===== src/hw/sscsr_pkg.sv =====
package sscsr_pkg;
  // ----------------------------------------------------------------
  // word layout and timing
  // ----------------------------------------------------------------
  localparam int WORD_BITS = 8;
  localparam logic [7:0] SWITCH_RESET = 8'h00;
  localparam int CORE_CLK_MHZ = 250;
  // link clock half period made by the host, in ns, and in core cycles
  localparam int LINK_HALF_NS = 64;
  localparam int LINK_HALF_CYC = (LINK_HALF_NS * CORE_CLK_MHZ + 999) / 1000;
  // frame select set-up and hold around the clock burst, in core cycles
  localparam int FRAME_GAP_CYC = LINK_HALF_CYC;
endpackage


===== src/hw/sscsr_link_if.sv =====
`timescale 1ns/1ps
`default_nettype none
// three-wire link plus open-drain chain return
interface sscsr_link_if;
  logic frame_sel_b;
  logic sclk;
  logic sdata;
  logic chain_out;
  logic chain_oe;
  // open drain: low only while the device drives, pull-up otherwise
  wire chain_line = chain_oe ? 1'b0 : 1'b1;
  modport device (
    input frame_sel_b,
    input sclk,
    input sdata,
    output chain_out,
    output chain_oe
  );
  modport host (
    output frame_sel_b,
    output sclk,
    output sdata,
    input chain_line
  );
endinterface
`default_nettype wire


===== src/hw/sscsr_device.sv =====
`timescale 1ns/1ps
`default_nettype none
// Summary of operation
// - host sends word most significant bit first
// - host changes data on rising clock edge
// - host uses clock idle low, second edge
// - frame select low across whole transfer
// - old contents shift out on rising edges
// - chain output pulls low only
// - chain passes bits through to next device
// - frame select rise updates all switches
// - any switch combination allowed
// - eight bits per chained device
// - keep last eight bits shifted in
// - one closes a switch, zero opens
// - reset clears register and switches
// - ignore clock and data while deselected
module sscsr_device #(
  parameter int WIDTH = sscsr_pkg::WORD_BITS
) (
  input wire logic core_clk,
  input wire logic rst_b,
  sscsr_link_if.device link,
  output logic [WIDTH-1:0] switch_on,
  output logic frame_active
);
  initial begin
    // the shift path slices WIDTH-2, so one bit cannot be served
    if (WIDTH < 2) begin
      $error("WIDTH must be at least two");
    end
  end

  // ----------------------------------------------------------------
  // pin synchronisers
  // ----------------------------------------------------------------
  logic [2:0] sel_sync;
  logic [2:0] clk_sync;
  logic [2:0] dat_sync;
  logic sel_q;
  logic clk_q;
  logic dat_q;

  // three stages; a change counts once stages two and three agree
  always_ff @(posedge core_clk or negedge rst_b) begin
    if (!rst_b) begin
      sel_sync <= 3'h7;
      clk_sync <= 3'h0;
      dat_sync <= 3'h0;
    end else begin
      sel_sync <= {sel_sync[1:0], link.frame_sel_b};
      clk_sync <= {clk_sync[1:0], link.sclk};
      dat_sync <= {dat_sync[1:0], link.sdata};
    end
  end

  // filtered levels only move when the last two stages agree
  always_ff @(posedge core_clk or negedge rst_b) begin
    if (!rst_b) begin
      sel_q <= 1'b1;
      clk_q <= 1'b0;
      dat_q <= 1'b0;
    end else begin
      if (sel_sync[1] == sel_sync[2]) sel_q <= sel_sync[2];
      if (clk_sync[1] == clk_sync[2]) clk_q <= clk_sync[2];
      if (dat_sync[1] == dat_sync[2]) dat_q <= dat_sync[2];
    end
  end

  // ----------------------------------------------------------------
  // edge detection
  // ----------------------------------------------------------------
  wire sel_next = (sel_sync[1] == sel_sync[2]) ? sel_sync[2] : sel_q;
  wire clk_next = (clk_sync[1] == clk_sync[2]) ? clk_sync[2] : clk_q;
  wire selected = !sel_q;
  wire clk_fall = selected && clk_q && !clk_next;
  wire clk_rise = selected && !clk_q && clk_next;
  wire sel_rise = !sel_q && sel_next;

  // ----------------------------------------------------------------
  // shift register and switch latch
  // ----------------------------------------------------------------
  logic [WIDTH-1:0] shift_reg;
  logic [WIDTH-1:0] next_shift;
  logic chain_bit;

  assign next_shift = {shift_reg[WIDTH-2:0], dat_q};

  always_ff @(posedge core_clk or negedge rst_b) begin
    if (!rst_b) begin
      shift_reg <= WIDTH'(sscsr_pkg::SWITCH_RESET);
    end else if (clk_fall) begin
      shift_reg <= next_shift;
    end
  end

  // chain bit changes on rising clock
  // msb passes to next device, eight bits late
  always_ff @(posedge core_clk or negedge rst_b) begin
    if (!rst_b) begin
      chain_bit <= 1'b1;
    end else if (clk_rise) begin
      chain_bit <= shift_reg[WIDTH-1];
    end else if (!selected) begin
      chain_bit <= 1'b1;
    end
  end

  always_ff @(posedge core_clk or negedge rst_b) begin
    if (!rst_b) begin
      switch_on <= WIDTH'(sscsr_pkg::SWITCH_RESET);
    end else if (sel_rise) begin
      switch_on <= shift_reg;
    end
  end

  // ----------------------------------------------------------------
  // outputs
  // ----------------------------------------------------------------
  // pull low only, released for a one
  assign link.chain_out = 1'b0;
  assign link.chain_oe = !chain_bit;
  assign frame_active = selected;
endmodule // sscsr_device
`default_nettype wire


===== src/flat_wrapper.sv =====
// flat-port wrapper written by rule: the top's interface ports become plain ports
module sscsr_device_flat 
#(
  parameter int WIDTH = sscsr_pkg::WORD_BITS
)
  (core_clk, rst_b, switch_on, frame_active, link_frame_sel_b, link_sclk, link_sdata, link_chain_out, link_chain_oe);
  sscsr_link_if link_i ();
  input wire logic core_clk;
  input wire logic rst_b;
  output logic [WIDTH-1:0] switch_on;
  output logic frame_active;
  input wire logic [$bits(link_i.frame_sel_b)-1:0] link_frame_sel_b;
  input wire logic [$bits(link_i.sclk)-1:0] link_sclk;
  input wire logic [$bits(link_i.sdata)-1:0] link_sdata;
  output wire logic [$bits(link_i.chain_out)-1:0] link_chain_out;
  output wire logic [$bits(link_i.chain_oe)-1:0] link_chain_oe;
  assign link_i.frame_sel_b = link_frame_sel_b;
  assign link_i.sclk = link_sclk;
  assign link_i.sdata = link_sdata;
  assign link_chain_out = link_i.chain_out;
  assign link_chain_oe = link_i.chain_oe;
  sscsr_device #(.WIDTH(WIDTH)) u_core (.core_clk(core_clk), .rst_b(rst_b), .link(link_i), .switch_on(switch_on), .frame_active(frame_active));
endmodule

===== config.mk =====
export PLATFORM = sky130hd
export DESIGN_NAME = sscsr_device_flat
export DESIGN_NICKNAME = d
export VERILOG_FILES = /design/src/hw/sscsr_pkg.sv /design/src/hw/sscsr_link_if.sv /design/src/hw/sscsr_device.sv /design/src/flat_wrapper.sv
export SDC_FILE = /design/constraint.sdc
export NUM_CORES = 1
export LEC_CHECK = 0
export ABC_AREA = 1
export BUFFER_PORTS_ARGS = -buffer_cell sky130_fd_sc_hd__buf_2
export CORE_MARGIN = 5
export CORE_UTILIZATION = 62
export CTS_BUF_LIST = sky130_fd_sc_hd__clkbuf_4 sky130_fd_sc_hd__clkbuf_8
export DETAILED_ROUTE_END_ITERATION = 12
export PLACE_DENSITY = 0.95
export SETUP_SLACK_MARGIN = 0.02
export SYNTH_ARGS = -nofsm -noshare
export SYNTH_HDL_FRONTEND = slang
export SYNTH_SLANG_ARGS = --single-unit

===== constraint.sdc =====
create_clock -name core_clk -period 2.6 [get_ports core_clk]
set_clock_uncertainty 0.15 [all_clocks]
set_input_delay 0.26 -clock core_clk [delete_from_list [all_inputs] [get_ports core_clk]]
set_output_delay 0.26 -clock core_clk [all_outputs]
set_load 0.01 [all_outputs]

==> reports/metrics.csv <==
stage,metric,value,unit
timing,RSZ-0062 raised after global routing,false,
route,DRT iter0 DRCs,5,
power,Reg power frac,0.556,
grt,total track usage,0.175,
clock_network,Clock Path Buffers,2,
timing,max-slew violations,0,
grt,GR Overflow Total,0,
logic_synthesis,sequential fraction of the synthesis area,0.654,
layout,fillers,123,
setup_path,Worst R2R End,u_core.shift_reg[4],
grt,first-pass GRT wire length,3170,um
clock_network,Skew-Pair Late Insertion Delay,330,ps
place,Placed Area,0.00118,mm^2
floorplan,Initial Util,0.648,
route,met2 routed WL,895,um
place,Buffers on Ports,14,
route,met3 WL,109,um
setup_path,CP startpoint kind,flop,
clock_network,"Clk pin slew, worst setup/hold paths",80,ps
route,drt drc,0,
grt,initial antenna violation count,0,
floorplan,Die Area,0.00275,mm^2
setup_path,R2R Setup Slk,1340,ps
timing,# setup viols final,0,
timing,worst-margin pin slew,595,ps
clock_network,CTS root buf,clkbuf_4,
logic_synthesis,Ys Warns,0,
power,Worst IR Drop VDD,480,uV
logic_synthesis,Mapped Cells,94,
clock_network,CTS buffer count,5,
grt,vias in the first global route,729,
hold_path,worst hold path class,reg -> reg,
power,power share of the combinational group,0.206,
run,max-cap violation count,0,
clock_network,post_cts resized,0,
power,Net Sw Frac,0.303,
timing,Tcrit/Tclk final,0.575,
clock_network,Post-CTS Repair Setup Buffers,0,
power,Net Sw Power,329,uW
route,Avg WL per Cell,12.4,um
timing,setup TNS,0,ps
route,top routing layer in use,met4,
layout,nets,121,
power,internal power,757,uW
power,Power Total,1.09,mW
timing,FMAX,669,MHz
timing,Worst slew margin,0.604,
timing,Final Hold Fails,0,
setup_path,Crit path required time,2190,ps
logic_synthesis,Synth Cell Area,0.00112,mm^2
power,pwr/cell area,851,mW/mm^2
floorplan,die height,52.5,um
setup_path,arrival time at the worst endpoint,1080,ps
clock_network,clock net sink count,29,
layout,"Core Util, Final",0.739,
route,Total Wirelength,1760,um
route,drt pass-1 iters,4,
setup_path,CP Class,reg -> out,
logic_synthesis,syn nets,99,
setup_path,crit path capture type,output port,
route,Final ANT Viol Nets,0,
outcome,status,finished clean,
place,hpwl dp,1280,um
layout,Area Growth Syn to Fin,14.1,%
clock_network,TritonCTS clock tree,yes,
timing,Final WS setup,1110,ps
layout,finished layout cell area,0.00128,mm^2
place,Post-Place Worst Slack,1330,ps
logic_synthesis,Yosys reg bits,29,
timing,Tmin final,1490,ps
setup_path,Worst Setup EP,frame_active,
setup_path,Setup crit start,u_core.sel_q,
logic_synthesis,"Distinct cells, synth",20,
clock_network,H-tree levels,2,
grt,largest net degree at the start of global routing,30,
layout,Inserted Diodes,0,
logic_synthesis,Syn Area/Cell,11.9,um^2
setup_path,R2R Path Start,u_core.clk_q,
route,vias per inst,4.87,
floorplan,chip width,52.5,um
layout,proportion of layout cells with a drive suffix above 1,0.359,
place,Placer Congestion,0.746,
setup_path,Reg2Reg Depth,5,
route,vias,691,
floorplan,Core Footprint,0.00173,mm^2
power,Clock power frac,0.238,
clock_network,# hold bufs at CTS,4,
route,met1 WL,660,um
power,P_leak,0.639,nW
floorplan,row count,15,
setup_path,maximum fanout along the worst path,5,
floorplan,IO Pins,16,
[metrics by stage]
stage          hold slack, ps  std cells
4_1_cts                   208        142
6_report                  206        142
5_1_grt                   218        142
3_3_place_gp              144        130
3_5_place_dp              153        130
2_1_floorplan            -186         94
[Yosys cell counts]
| cell type | number | area, um^2 |
|---|---|---|
| nand2_1 | 18 | 67.6 |
| buf_12 | 1 | 20.0 |
| nand2_4 | 1 | 11.3 |
| conb_1 | 1 | 3.75 |
| inv_1 | 13 | 48.8 |
| buf_6 | 1 | 11.3 |
| nor2_1 | 2 | 7.51 |
| nand2_2 | 3 | 18.8 |
| nor2_8 | 1 | 20.0 |
| maj3_1 | 2 | 20.0 |
| buf_4 | 1 | 7.51 |
| nand3_1 | 1 | 5.00 |
| dfrtp_1 | 24 | 601 |
| o21ai_0 | 5 | 25.0 |
| inv_4 | 1 | 6.26 |
| o21ai_2 | 8 | 70.1 |
| nand4_1 | 1 | 6.26 |
| nand3_4 | 1 | 17.5 |
| o21ai_1 | 4 | 20.0 |
| dfstp_2 | 5 | 131 |
[cell usage in the layout (no fill, tap or decap), drive strengths merged]
cell type    count
buf             14
clkinv           2
dlygate4sd3      4
conb             1
maj3             2
nand4            1
nand3            2
inv             14
nor2             3
o21ai           17
nand2           22
dfrtp           24
dfstp            5
clkbuf           6
[cells by family (layout without fill, tap and decap cells)]
| group | Yosys count | in the layout | synth area share |
|---|---|---|---|
| other | 1 | 1 | 0.00335 |
| and+or+nand+nor | 28 | 28 | 0.138 |
| DFF | 29 | 29 | 0.654 |
| AOI/OAI and AO/OA | 17 | 17 | 0.103 |
| buffers and inverters | 17 | 40 | 0.0839 |
| adders and majority gates | 2 | 2 | 0.0179 |
[area by class of cell]
cell class	count	area [um^2]	share of cell area
flip-flops and latches	29	732	0.574
inverters	14	55.1	0.0431
repair buffers	18	110	0.0863
multi-input cells	48	293	0.229
clock inverters	2	10.0	0.00784
well taps	25	31.3	0.0245
clock buffers	6	45.0	0.0353
[layer usage]
metal / global-route usage / up-vias
met5: 0 / -
met1: 0.163 / 325
met2: 0.285 / 19
li1: - / 337
met4: 0.132 / 0
met3: 0.0912 / 10
[worst min path at each step]
stage,from,endpoint,cells past startpoint
after floorplan,rst_b,u_core.clk_q,0
after detailed placement,rst_b,u_core.switch_on[5],1
after global routing,u_core.sel_sync[0],u_core.sel_sync[1],0
after CTS,u_core.dat_sync[0],u_core.dat_sync[1],0
after global placement,rst_b,u_core.switch_on[6],1
final,u_core.dat_sync[0],u_core.dat_sync[1],0
[worst max-delay path, stage by stage, from the launching register on]
cell and delay [ps]:
dfstp_2 570, inv_4 60, buf_2 140
[power groups by stage]
stage,sequential (mW),clock [mW],combinational [mW]
floorplan,0.622,0,0.136
global placement,0.605,0,0.216
detailed placement,0.614,0,0.225
CTS,0.605,0.270,0.231
global route,0.617,0.291,0.259
finish,0.604,0.258,0.224
Power figures use the tool's default switching activity.
